## src/core/bcc_map.svh

```systemverilog
`ifndef BCC_MAP_SVH
`define BCC_MAP_SVH

// register indices; byte address is four times the index
`define BCC_IDX_CTRL1      16'h4056
`define BCC_IDX_CTRL2      16'h4057
`define BCC_IDX_CTRL3      16'h4060
`define BCC_IDX_NORMAL_V   16'h4061
`define BCC_IDX_SLEEP_V    16'h4062
`define BCC_IDX_STATUS     16'h4063
`define BCC_IDX_IRQ_STAT   16'h4064
`define BCC_IDX_IRQ_CLR    16'h4065
`define BCC_IDX_IRQ_EN     16'h4066
`define BCC_IDX_VOUT       16'h4067

// control 1 field positions
`define BCC_RATE_LSB       14
`define BCC_PHASE_BIT      12
`define BCC_FREQ_LSB       8
`define BCC_FLOAT_BIT      7
`define BCC_SS_LSB         4
`define BCC_CAP_LSB        0
`define BCC_CTRL1_SW_MASK  16'hd0b0
`define BCC_CTRL1_RST      16'h8000

// control 2 field positions
`define BCC_ERRACT_LSB     14
`define BCC_HWSRC_LSB      11
`define BCC_HWVSEL_BIT     10
`define BCC_HWMODE_LSB     8
`define BCC_HCTHR_LSB      4
`define BCC_HCEN_BIT       0
`define BCC_CTRL2_SW_MASK  16'hdf71
`define BCC_CTRL2_RST      16'h0300

// control 3: converter enable and normal mode
`define BCC_EN_BIT         0
`define BCC_NMODE_LSB      8
`define BCC_CTRL3_SW_MASK  16'h0301
`define BCC_CTRL3_RST      16'h0100

// status and interrupt bits
`define BCC_STS_UV_BIT     0
`define BCC_STS_SS_BIT     4
`define BCC_STS_HC_BIT     8
`define BCC_IRQ_UV_BIT     0
`define BCC_IRQ_HC_BIT     1
`define BCC_VSEL_RST       7'h00

// timing
`define BCC_CLK_MHZ        20
`define BCC_RAMP_BASE_US   8
`define BCC_SS_BASE_US     32
`define BCC_RAMP_BASE_CYC  (`BCC_RAMP_BASE_US * `BCC_CLK_MHZ)
`define BCC_SS_BASE_CYC    (`BCC_SS_BASE_US * `BCC_CLK_MHZ)
`define BCC_SS_STAGES      8

`endif

```

## src/core/bcc_pkg.sv

```systemverilog
package bcc_pkg;
    typedef enum logic [1:0] {
        bcc_ramp_32us, bcc_ramp_16us, bcc_ramp_8us, bcc_ramp_now
    } bcc_ramp_type;
    typedef enum logic [1:0] {
        bcc_err_ignore, bcc_err_conv_off, bcc_err_sys_reset, bcc_err_rsvd
    } bcc_erract_type;
    typedef enum logic [1:0] {
        bcc_mode_fccm, bcc_mode_off, bcc_mode_ldo, bcc_mode_hyst
    } bcc_mode_type;
    typedef enum logic {bcc_ss_idle, bcc_ss_run} bcc_ss_type;
endpackage : bcc_pkg

```

## src/core/bcc_regs.sv

```systemverilog
`timescale 1ns/100ps
`default_nettype none
`include "bcc_map.svh"

module bcc_regs #(
    parameter int ADDR_W          = 17,
    parameter int RAMP_BASE_CYCLES = `BCC_RAMP_BASE_CYC,
    parameter int SS_BASE_CYCLES   = `BCC_SS_BASE_CYC
) (
    input  wire logic                clk_in,
    input  wire logic                rst_b_in,
    input  wire logic [ADDR_W-1:0]   avs_address_in,
    input  wire logic                avs_read_in,
    input  wire logic                avs_write_in,
    input  wire logic [31:0]         avs_writedata_in,
    input  wire logic [3:0]          avs_byteenable_in,
    output logic      [31:0]         avs_readdata_out,
    output logic                     avs_waitrequest_out,
    input  wire logic                hwctl1_in,
    input  wire logic                hwctl2_in,
    input  wire logic                undervoltage_in,
    input  wire logic                highcurrent_cmp_in,
    input  wire logic                external_config_load_in,
    input  wire logic [1:0]          cfg_switch_frequency_in,
    input  wire logic [1:0]          cfg_output_capacitor_in,
    output logic                     irq_out,
    output logic                     conv_on_out,
    output logic [1:0]               conv_mode_out,
    output logic [6:0]               vout_code_out,
    output logic                     buck1_clock_phase_out,
    output logic [1:0]               buck1_switch_frequency_out,
    output logic [1:0]               buck1_output_capacitor_out,
    output logic                     discharge_out,
    output logic [2:0]               buck1_highcurrent_threshold_out,
    output logic                     buck1_highcurrent_detect_en_out,
    output logic                     softstart_active_out,
    output logic [2:0]               softstart_stage_out,
    output logic                     system_reset_req_out
);
    localparam int CW = 16;

    // refuse settings the counters cannot hold
    if (RAMP_BASE_CYCLES < 1 || RAMP_BASE_CYCLES * 4 >= (1 << CW))
        $error("ramp base count out of range");
    if (SS_BASE_CYCLES < 1 || SS_BASE_CYCLES * 8 >= (1 << CW))
        $error("soft-start base count out of range");
    if (ADDR_W < 17)
        $error("address too narrow for register map");

    function automatic logic hit(input logic [ADDR_W-1:0] a,
                                 input logic [15:0] idx);
        hit = (a == ADDR_W'({idx, 2'b00}));
    endfunction : hit

    function automatic logic [15:0] merge(input logic [15:0] old,
                                          input logic [31:0] wd,
                                          input logic [3:0]  be,
                                          input logic [15:0] mask);
        logic [15:0] lanes;
        lanes = {{8{be[1]}}, {8{be[0]}}} & mask;
        merge = (old & ~lanes) | (wd[15:0] & lanes);
    endfunction : merge

    logic [15:0] ctrl1;
    logic [15:0] ctrl2;
    logic [15:0] ctrl3;
    logic [6:0]  buck1_normal_voltage;
    logic [6:0]  buck1_sleep_voltage;
    logic [1:0]  irq_stat;
    logic [1:0]  irq_en;
    logic        bus_ack;
    logic [6:0]  vout;

    // pin synchronisers: three stages, change accepted when 2 and 3 agree
    logic [3:0] pin_raw;
    logic [3:0] sync1;
    logic [3:0] sync2;
    logic [3:0] sync3;
    logic [3:0] pin_q;
    assign pin_raw = {highcurrent_cmp_in, undervoltage_in, hwctl2_in,
                      hwctl1_in};
    for (genvar g = 0; g < 4; g++) begin : g_sync
        always_ff @(posedge clk_in or negedge rst_b_in) begin
            if (!rst_b_in) begin
                sync1[g] <= 1'b0;
                sync2[g] <= 1'b0;
                sync3[g] <= 1'b0;
                pin_q[g] <= 1'b0;
            end else begin
                sync1[g] <= pin_raw[g];
                sync2[g] <= sync1[g];
                sync3[g] <= sync2[g];
                if (sync2[g] == sync3[g]) begin
                    pin_q[g] <= sync3[g];
                end
            end
        end
    end

    // decoded fields
    bcc_pkg::bcc_ramp_type   ramp_rate;
    bcc_pkg::bcc_erract_type err_act;
    logic [1:0] hw_src;
    logic       hw_active;
    logic       detect_en;
    logic       hc_flag;
    logic       uv_flag;
    logic       uv_prev;
    logic       hc_prev;
    logic       uv_event;
    logic       hc_event;
    logic [6:0] target;
    logic       conv_on;

    assign ramp_rate = bcc_pkg::bcc_ramp_type'(ctrl1[`BCC_RATE_LSB +: 2]);
    assign err_act = bcc_pkg::bcc_erract_type'(ctrl2[`BCC_ERRACT_LSB +: 2]);
    assign hw_src = ctrl2[`BCC_HWSRC_LSB +: 2];
    // src 00 none, 01 input 1, 10 input 2, 11 either
    assign hw_active = (hw_src[0] & pin_q[0])
                     | (hw_src[1] & pin_q[1]);
    assign detect_en = ctrl2[`BCC_HCEN_BIT];
    assign hc_flag = detect_en & pin_q[3];
    assign uv_flag = pin_q[2];
    assign uv_event = uv_flag & ~uv_prev;
    assign hc_event = hc_flag & ~hc_prev;

    // voltage and mode follow hardware control, fall back on release
    assign target = (hw_active && ctrl2[`BCC_HWVSEL_BIT])
                  ? buck1_sleep_voltage
                  : buck1_normal_voltage;
    assign conv_mode_out = hw_active ? ctrl2[`BCC_HWMODE_LSB +: 2]
                         : ctrl3[`BCC_NMODE_LSB +: 2];
    assign conv_on = ctrl3[`BCC_EN_BIT]
                   & ~(hw_active && ctrl2[`BCC_HWMODE_LSB +: 2]
                       == bcc_pkg::bcc_mode_off);
    assign conv_on_out = conv_on;

    // outputs from register fields, plus discharge gated by conv_on, the ramped vout and the masked irq
    assign buck1_clock_phase_out = ctrl1[`BCC_PHASE_BIT];
    assign buck1_switch_frequency_out = ctrl1[`BCC_FREQ_LSB +: 2];
    assign buck1_output_capacitor_out = ctrl1[`BCC_CAP_LSB +: 2];
    assign discharge_out = ~conv_on & ctrl1[`BCC_FLOAT_BIT];
    assign buck1_highcurrent_threshold_out =
        ctrl2[`BCC_HCTHR_LSB +: 3];
    assign buck1_highcurrent_detect_en_out = detect_en;
    assign vout_code_out = vout;
    assign irq_out = |(irq_stat & irq_en);

    // bus: one wait cycle per access so read data comes from a flop
    logic bus_req;
    logic wr_take;
    assign bus_req = avs_read_in | avs_write_in;
    assign avs_waitrequest_out = bus_req & ~bus_ack;
    assign wr_take = avs_write_in & bus_ack;

    always_ff @(posedge clk_in or negedge rst_b_in) begin
        if (!rst_b_in) begin
            bus_ack <= 1'b0;
        end else begin
            bus_ack <= bus_req & ~bus_ack;
        end
    end

    // read data captured on the wait cycle, stands at the accepting edge
    logic [15:0] next_rdata;
    always_comb begin
        next_rdata = 16'h0000;
        if (hit(avs_address_in, `BCC_IDX_CTRL1)) next_rdata = ctrl1;
        if (hit(avs_address_in, `BCC_IDX_CTRL2)) next_rdata = ctrl2;
        if (hit(avs_address_in, `BCC_IDX_CTRL3)) next_rdata = ctrl3;
        if (hit(avs_address_in, `BCC_IDX_NORMAL_V))
            next_rdata = {9'h000, buck1_normal_voltage};
        if (hit(avs_address_in, `BCC_IDX_SLEEP_V))
            next_rdata = {9'h000, buck1_sleep_voltage};
        if (hit(avs_address_in, `BCC_IDX_STATUS)) begin
            next_rdata[`BCC_STS_HC_BIT] = hc_flag;
            next_rdata[`BCC_STS_UV_BIT] = uv_flag;
            next_rdata[`BCC_STS_SS_BIT] = softstart_active_out;
        end
        if (hit(avs_address_in, `BCC_IDX_IRQ_STAT))
            next_rdata = {14'h0000, irq_stat};
        if (hit(avs_address_in, `BCC_IDX_IRQ_EN))
            next_rdata = {14'h0000, irq_en};
        if (hit(avs_address_in, `BCC_IDX_VOUT))
            next_rdata = {9'h000, vout};
    end

    always_ff @(posedge clk_in or negedge rst_b_in) begin
        if (!rst_b_in) begin
            avs_readdata_out <= 32'h0000_0000;
        end else if (avs_read_in && !bus_ack) begin
            avs_readdata_out <= {16'h0000, next_rdata};
        end
    end

    // control 1: software bits by mask, freq and cap only by config load
    always_ff @(posedge clk_in or negedge rst_b_in) begin
        if (!rst_b_in) begin
            ctrl1 <= `BCC_CTRL1_RST;
        end else begin
            if (wr_take && hit(avs_address_in, `BCC_IDX_CTRL1)) begin
                ctrl1 <= merge(ctrl1, avs_writedata_in, avs_byteenable_in,
                               `BCC_CTRL1_SW_MASK);
            end
            if (external_config_load_in) begin
                ctrl1[`BCC_FREQ_LSB +: 2] <= cfg_switch_frequency_in;
                ctrl1[`BCC_CAP_LSB +: 2] <= cfg_output_capacitor_in;
            end
        end
    end

    always_ff @(posedge clk_in or negedge rst_b_in) begin
        if (!rst_b_in) begin
            ctrl2 <= `BCC_CTRL2_RST;
        end else if (wr_take && hit(avs_address_in, `BCC_IDX_CTRL2)) begin
            ctrl2 <= merge(ctrl2, avs_writedata_in, avs_byteenable_in,
                           `BCC_CTRL2_SW_MASK);
        end
    end

    // control 3: an undervoltage shutdown clears the enable and beats a write
    always_ff @(posedge clk_in or negedge rst_b_in) begin
        if (!rst_b_in) begin
            ctrl3 <= `BCC_CTRL3_RST;
        end else if (uv_event && err_act == bcc_pkg::bcc_err_conv_off) begin
            ctrl3[`BCC_EN_BIT] <= 1'b0;
        end else if (wr_take && hit(avs_address_in, `BCC_IDX_CTRL3)) begin
            ctrl3 <= merge(ctrl3, avs_writedata_in, avs_byteenable_in,
                           `BCC_CTRL3_SW_MASK);
        end
    end

    always_ff @(posedge clk_in or negedge rst_b_in) begin
        if (!rst_b_in) begin
            buck1_normal_voltage <= `BCC_VSEL_RST;
            buck1_sleep_voltage <= `BCC_VSEL_RST;
        end else if (wr_take && avs_byteenable_in[0]) begin
            if (hit(avs_address_in, `BCC_IDX_NORMAL_V))
                buck1_normal_voltage <= avs_writedata_in[6:0];
            if (hit(avs_address_in, `BCC_IDX_SLEEP_V))
                buck1_sleep_voltage <= avs_writedata_in[6:0];
        end
    end

    // system reset request is a single pulse per undervoltage event while the error action is bcc_err_sys_reset
    always_ff @(posedge clk_in or negedge rst_b_in) begin
        if (!rst_b_in) begin
            system_reset_req_out <= 1'b0;
        end else begin
            system_reset_req_out <= uv_event
                && err_act == bcc_pkg::bcc_err_sys_reset;
        end
    end

    // sticky events; a new event in the clearing cycle stays set
    always_ff @(posedge clk_in or negedge rst_b_in) begin
        if (!rst_b_in) begin
            uv_prev <= 1'b0;
            hc_prev <= 1'b0;
            irq_stat <= 2'b00;
            irq_en <= 2'b00;
        end else begin
            uv_prev <= uv_flag;
            hc_prev <= hc_flag;
            if (wr_take && hit(avs_address_in, `BCC_IDX_IRQ_EN)
                && avs_byteenable_in[0])
                irq_en <= avs_writedata_in[1:0];
            irq_stat <= (irq_stat
                & ~((wr_take && hit(avs_address_in, `BCC_IDX_IRQ_CLR)
                     && avs_byteenable_in[0]) ? avs_writedata_in[1:0] : 2'b00))
                | {hc_event, uv_event};
        end
    end

    // voltage ramp: one code per period toward the target, straight to the target at bcc_ramp_now
    logic [CW-1:0] ramp_cnt;
    logic [CW-1:0] ramp_period;
    always_comb begin
        unique case (ramp_rate)
            bcc_pkg::bcc_ramp_32us: ramp_period = CW'(RAMP_BASE_CYCLES * 4);
            bcc_pkg::bcc_ramp_16us: ramp_period = CW'(RAMP_BASE_CYCLES * 2);
            bcc_pkg::bcc_ramp_8us:  ramp_period = CW'(RAMP_BASE_CYCLES);
            bcc_pkg::bcc_ramp_now:  ramp_period = CW'(1);
        endcase
    end

    always_ff @(posedge clk_in or negedge rst_b_in) begin
        if (!rst_b_in) begin
            vout <= `BCC_VSEL_RST;
            ramp_cnt <= '0;
        end else if (ramp_rate == bcc_pkg::bcc_ramp_now) begin
            vout <= target;
            ramp_cnt <= '0;
        end else if (vout == target) begin
            ramp_cnt <= '0;
        end else if (ramp_cnt >= ramp_period - CW'(1)) begin
            ramp_cnt <= '0;
            vout <= (target > vout) ? vout + 7'h01
                                    : vout - 7'h01;
        end else begin
            ramp_cnt <= ramp_cnt + CW'(1);
        end
    end

    // soft start: eight stages from each enable, aborted when disabled
    bcc_pkg::bcc_ss_type ss_state;
    logic [CW-1:0] ss_cnt;
    logic [CW-1:0] ss_period;
    logic          conv_on_prev;
    assign ss_period = CW'(SS_BASE_CYCLES) << ctrl1[`BCC_SS_LSB +: 2];
    assign softstart_active_out = (ss_state == bcc_pkg::bcc_ss_run);

    always_ff @(posedge clk_in or negedge rst_b_in) begin
        if (!rst_b_in) begin
            ss_state <= bcc_pkg::bcc_ss_idle;
            ss_cnt <= '0;
            softstart_stage_out <= 3'h0;
            conv_on_prev <= 1'b0;
        end else begin
            conv_on_prev <= conv_on;
            unique case (ss_state)
                bcc_pkg::bcc_ss_idle: begin
                    if (conv_on && !conv_on_prev) begin
                        ss_state <= bcc_pkg::bcc_ss_run;
                        ss_cnt <= '0;
                        softstart_stage_out <= 3'h0;
                    end
                end
                bcc_pkg::bcc_ss_run: begin
                    if (!conv_on) begin
                        ss_state <= bcc_pkg::bcc_ss_idle;
                    end else if (ss_cnt >= ss_period - CW'(1)) begin
                        ss_cnt <= '0;
                        if (softstart_stage_out == 3'(`BCC_SS_STAGES - 1))
                            ss_state <= bcc_pkg::bcc_ss_idle;
                        else
                            softstart_stage_out <= softstart_stage_out + 3'h1;
                    end else begin
                        ss_cnt <= ss_cnt + CW'(1);
                    end
                end
            endcase
        end
    end
endmodule : bcc_regs

`default_nettype wire

```

## config.mk

```make
export PLATFORM = sky130hd
export DESIGN_NAME = bcc_regs
export DESIGN_NICKNAME = d
export VERILOG_FILES = /design/src/core/bcc_pkg.sv /design/src/core/bcc_regs.sv
export VERILOG_INCLUDE_DIRS = /design/src /design/src/core
export SDC_FILE = /design/constraint.sdc
export NUM_CORES = 1
export LEC_CHECK = 0
export ABC_AREA = 1
export BUFFER_PORTS_ARGS = -buffer_cell sky130_fd_sc_hd__buf_2
export CAP_MARGIN = 20
export CORE_ASPECT_RATIO = 0.9
export CORE_MARGIN = 5
export CORE_UTILIZATION = 40
export CTS_BUF_LIST = sky130_fd_sc_hd__clkbuf_2 sky130_fd_sc_hd__clkbuf_4 sky130_fd_sc_hd__clkbuf_8
export CTS_CLUSTER_SIZE = 16
export DETAILED_ROUTE_END_ITERATION = 7
export GPL_TIMING_DRIVEN = 0
export HOLD_SLACK_MARGIN = 0.05
export PLACE_DENSITY_LB_ADDON = 0.2
export RECOVER_POWER = 100
export SLEW_MARGIN = 10
export SYNTH_ARGS = -nofsm -noshare
export SYNTH_HDL_FRONTEND = slang
export SYNTH_SLANG_ARGS = --single-unit
```

## constraint.sdc

```tcl
create_clock -name clk_in -period 5.9 [get_ports clk_in]
set_clock_uncertainty 0.15 [all_clocks]
set_input_delay 0.885 -clock clk_in [delete_from_list [all_inputs] [get_ports clk_in]]
set_output_delay 0.885 -clock clk_in [all_outputs]
set_load 0.01 [all_outputs]
```

After elaboration in Yosys (flattened, before gate mapping)

Cells that the tools add are included.
W data, S select, Z words.

Output and inout bits: 59
Bits in registers: 146
Input bits: 66
Logic and storage cells: 176

Shift-type cells: 1
Bitwise operators: 34
$lt $le $gt $ge: 3
Add/subtract/negate cells: 7
Equal/unequal tests: 27
Reduce and logical (&&, ||, !) cells: 27
Multiplexer cells: 41

Operator list:

| operator                | number |
|---|---|
| $mux W16                | 14 |
| $eq A17 B17 Y1 const B  | 10 |
| $and A16 B16 Y16        | 5 |
| $pmux W16 S4            | 1 |
| $or A16 B16 Y16         | 3 |
| $mux W7                 | 5 |
| $add A16 B1 Y16 const B | 2 |
| $ge A16 B16 Y1          | 2 |
| $not A16 Y16            | 2 |
| $pmux W16 S2            | 1 |
| $sub A16 B1 Y16 const B | 2 |
| $and A16 B10 Y16        | 1 |
| $not A10 Y16            | 1 |
| $shl A10 B2 Y16 const A | 1 |
| $logic_and A1 B1 Y1     | 14 |
| $mux W3                 | 4 |
| $mux W10                | 1 |
| $reduce_and A2 Y1       | 5 |
| $and A1 B1 Y1           | 9 |
| $mux W1                 | 9 |
| $mux W2                 | 4 |
| $ne A2 B2 Y1 const B    | 4 |
| $add A7 B1 Y7 const B   | 1 |
| $eq A7 B7 Y1            | 1 |
| other kinds (20)        | 38 |

Longest topological paths before layout

Depth after elaboration: 10
Mapped depth: 25
Gate-level depth less buffers: 24

Worst setup path after synthesis

No wires, ideal clock.

Kind: reg2reg
Start: register with a tool-made name
End: register vout[5] (netlist: vout_code_out[5])
Path slack: 2.466 ns
Period minus slack after synthesis: 3.434 ns
Data arrival time: 3.158 ns
Path buffers: 1
Setup time: 0.126 ns
Cell stages (with the launch flop): 21
Required time: 5.624 ns
Cells stage by stage: dfrtp_1 > nand2_1 > nand2_2 > nand2_1 > buf_2 > o21ai_0 > ha_1 > nand2_1 > nor2_1 > nand2_1 > o21ai_0 > ha_1 > a21oi_1 > nand2_1 > nand2_1 > nand2_1 > a21oi_1 > or2_2 > a31oi_1 > nand2_1 > o21ai_0

RTL lines:

| item                 | RTL line        | source |
|---|---|---|
| to (signal assigned) | bcc_regs.sv:289 | `` vout <= `BCC_VSEL_RST; `` |
| to (signal assigned) | bcc_regs.sv:292 | `vout <= target;` |
| to (signal assigned) | bcc_regs.sv:298 | `vout <= (target > vout) ? vout + 7'h01` |
| to (decl)            | bcc_regs.sv:72  | `logic [6:0] vout;` |

==> impl_metrics.tcl <==
set metrics [dict create \
    setup_viol 0 \
    crit_chain "nand2_2, nand2_1, nand2_1, clkbuf_1, o21ai_0, ha_1, nand2_1, nor2_1, nand2_1, o21ai_0, ha_1, a21oi_1, nand2_1, nand2_1, nand2_1, a21oi_1, or2_2, a31oi_1, nand2_1, o21ai_0" \
    core.rowCount 45 \
    p_comb_frac 0.194 \
    synth_edf_count 0 \
    status "finished, violations left" \
    final_area_um2 7870 \
    yosysWarnings 0 \
    wl_um 16500 \
    crit_path_frequent_cell "nand2_1" \
    mappedNetlistArea_um2 6830 \
    drv_cap 2 \
    gp_congestion 0.831 \
    switching_share 0.313 \
    ff_latch_area_um2 3030 \
    die_h_um 134 \
    clock-sinks 121 \
    final_common_cell "nand2_1" \
    grt.overflow.total 0 \
    timing.hold.ws_ns 0.202 \
    cts-root-buf "clkbuf_8" \
    avgSynthCellArea_um2 8.40 \
    failed_checks "max-capacitance violations, max-slew violations" \
    die_w_um 148 \
    p_sw_uw 647 \
    viasPerCell 4.77 \
    grt_max_degree 79 \
    multi_input_area_um2 3190 \
    post_cts_resize_count 0 \
    grt_pass1_wl_um 27500 \
    final_cell_mix "169 x nand2_1, 117 x dfrtp_1, 94 x nor2_1, 92 x inv_1, 74 x o21ai_0" \
    post_cts_buffers 0 \
    ys_types 54 \
    cts_hold_buf 0 \
    synth_area_leader_cell "dfrtp_1" \
    grt_setup_unrepaired "false" \
    cp_slowest_cell "o21ai_0" \
    synth_ff_type "dfrtp_1" \
    yosysSeqAreaShare 0.444 \
    hold_path.class "flip-flop to flip-flop" \
    fin_crit_ns 4.50 \
    maxSlewHeadroom -0.601 \
    crit_required_ns 6.06 \
    coreArea_um2 16800 \
    fmaxAchievable_mhz 222 \
    crit_arrival_ns 4.66 \
    fill_cells 1659 \
    peakVddDrop_mv 0.149 \
    numCtsBuffers 17 \
    critical-path-top-delay-family "compound AO/OA/AOI/OAI gates" \
    dp_hpwl_um 12500 \
    pwr-share-seq 0.445 \
    antenna_cells 0 \
    netlist.area_leader.share 0.429 \
    drive_gt1_frac 0.145 \
    synth_area_leaders "dfrtp_1 43%, nand2_1 9.2%, ha_1 7.7%" \
    drt_iter0_drc 324 \
    ios 125 \
    dpl_cell_area_um2 7640 \
    synthCells 813 \
    areaGrowthSynthToFinish_pct 15.3 \
    tns_ns 0 \
    endpoint_kind "flip-flop" \
    cp_max_fo 10 \
    h-tree-depth 4 \
    clkTransAtPathRegs_ns 0.07 \
    slowest_delay_ns 0.79 \
    drv_slew 124 \
    cellPowerDensity_nw_per_um2 263 \
    synth-seq-cells 121 \
    p_clk_frac 0.360 \
    worst_pin_slew_ns 2.40 \
    intPower_uw 1420 \
    firstDrtPassIters 5 \
    critPathBufInv 1 \
    nNetsFinal 1050 \
    p_total_uw 2070 \
    clk_path_buf_depth 2 \
    crit_type "flip-flop to flip-flop" \
    fin_crit_sh 0.762 \
    drc 0 \
    cts_tree "built" \
    die_area_um2 19800 \
    grt_pass1_vias 5454 \
    wl_per_cell_um 14.1 \
    async_reset_ff_frac 1.00 \
    clock_latency_ns 0.45 \
    place.port_buffers 87 \
    num_vias 5558 \
    antenna_found_initial 0 \
    ant_nets 0 \
    hold_viol 0 \
    start_util 0.406 \
    cp-start-kind "flip-flop" \
    grt_usage 0.174 \
    leakage_uw 0.00378 \
]
-- power by group through the flow --
| stage | Combinational, µW | Clock [µW] | Sequential (µW) |
|---|---|---|---|
| 2_1_floorplan | 272 | 0 | 941 |
| 3_3_place_gp | 413 | 0 | 937 |
| 3_5_place_dp | 420 | 0 | 937 |
| 4_1_cts | 422 | 763 | 921 |
| 5_1_grt | 476 | 808 | 928 |
| 6_report | 402 | 745 | 922 |
-- synth_stat cells (all sizes together), types with 3 or more instances --
| cell | number |
|---|---|
| nand2 | 175 |
| dfrtp | 117 |
| nor2 | 101 |
| inv | 96 |
| o21ai | 79 |
| ha | 42 |
| nand3 | 34 |
| buf | 31 |
| a21oi | 29 |
| nand4 | 21 |
| xor2 | 15 |
| nor3 | 10 |
| xnor2 | 7 |
| o22ai | 6 |
| clkbuf | 5 |
| mux2 | 5 |
| nor4 | 5 |
| a31oi | 4 |
| dfstp | 4 |
| maj3 | 4 |
| mux2i | 3 |
| nand3b | 3 |
-- cells by family after synthesis --
kind of cell             share of synthesized area
AND/OR/NAND/NOR                              0.236
buffers and inverters                       0.0899
AO/OA/AOI/OAI                                0.102
flip-flops                                   0.444
adder cells (fa/ha/maj)                     0.0857
XOR/XNOR                                    0.0282
multiplexers                                0.0126
other                                      0.00110
-- routing by layer --
metal | global-route usage | wire, µm | vias up
met5 | 0 | 0 | -
met4 | 0.0512 | 233 | 0
met3 | 0.0385 | 838 | 17
met2 | 0.266 | 7290 | 137
met1 | 0.249 | 8090 | 2536
li1 | - | - | 2868
-- worst reg2reg max path, stage by stage (launching register included) --
cell and delay, ns:
dfrtp_1 0.42, nand2_2 0.06, nand2_1 0.15, nand2_1 0.21, clkbuf_1 0.39, o21ai_0 0.25
ha_1 0.35, nand2_1 0.05, nor2_1 0.13, nand2_1 0.08, o21ai_0 0.79, ha_1 0.45
a21oi_1 0.16, nand2_1 0.10, nand2_1 0.07, nand2_1 0.05, a21oi_1 0.16, or2_2 0.13
a31oi_1 0.06, nand2_1 0.07, o21ai_0 0.08
-- through the flow --
stage	utilization	setup WS (ns)	std cells
detailed placement	0.454	1.72	1133
CTS	0.477	1.69	1165
global placement	0.452	1.73	1132
global route	0.468	0.898	1165
floorplan	-	2.47	834
finish	0.468	1.40	1165
-- path summary, 6_finish.rpt --
kind	cells after the start	from	slack, ns	to
max	20	flip-flop	1.40	vout_code_out[5]
min	0	sync1[3]	0.20	sync2[3]
max in group asynchronous	2	rst_b_in	1.68	vout_code_out[5]
min in group asynchronous	1	rst_b_in	1.01	ctrl1[9]
max reg2reg	20	flip-flop	1.40	vout_code_out[5]
min reg2reg	0	sync1[3]	0.20	sync2[3]
-- area by class of cell --
type	count	area share
Clock inverter	14	0.0184
Multi-Input combinational cell	579	0.406
Timing Repair Buffer	88	0.0494
Inverter	98	0.0474
Sequential cell	121	0.385
Tap cell	211	0.0335
Buffer	36	0.0291
Clock buffer	18	0.0315
Power figures use the tool's default switching activity.
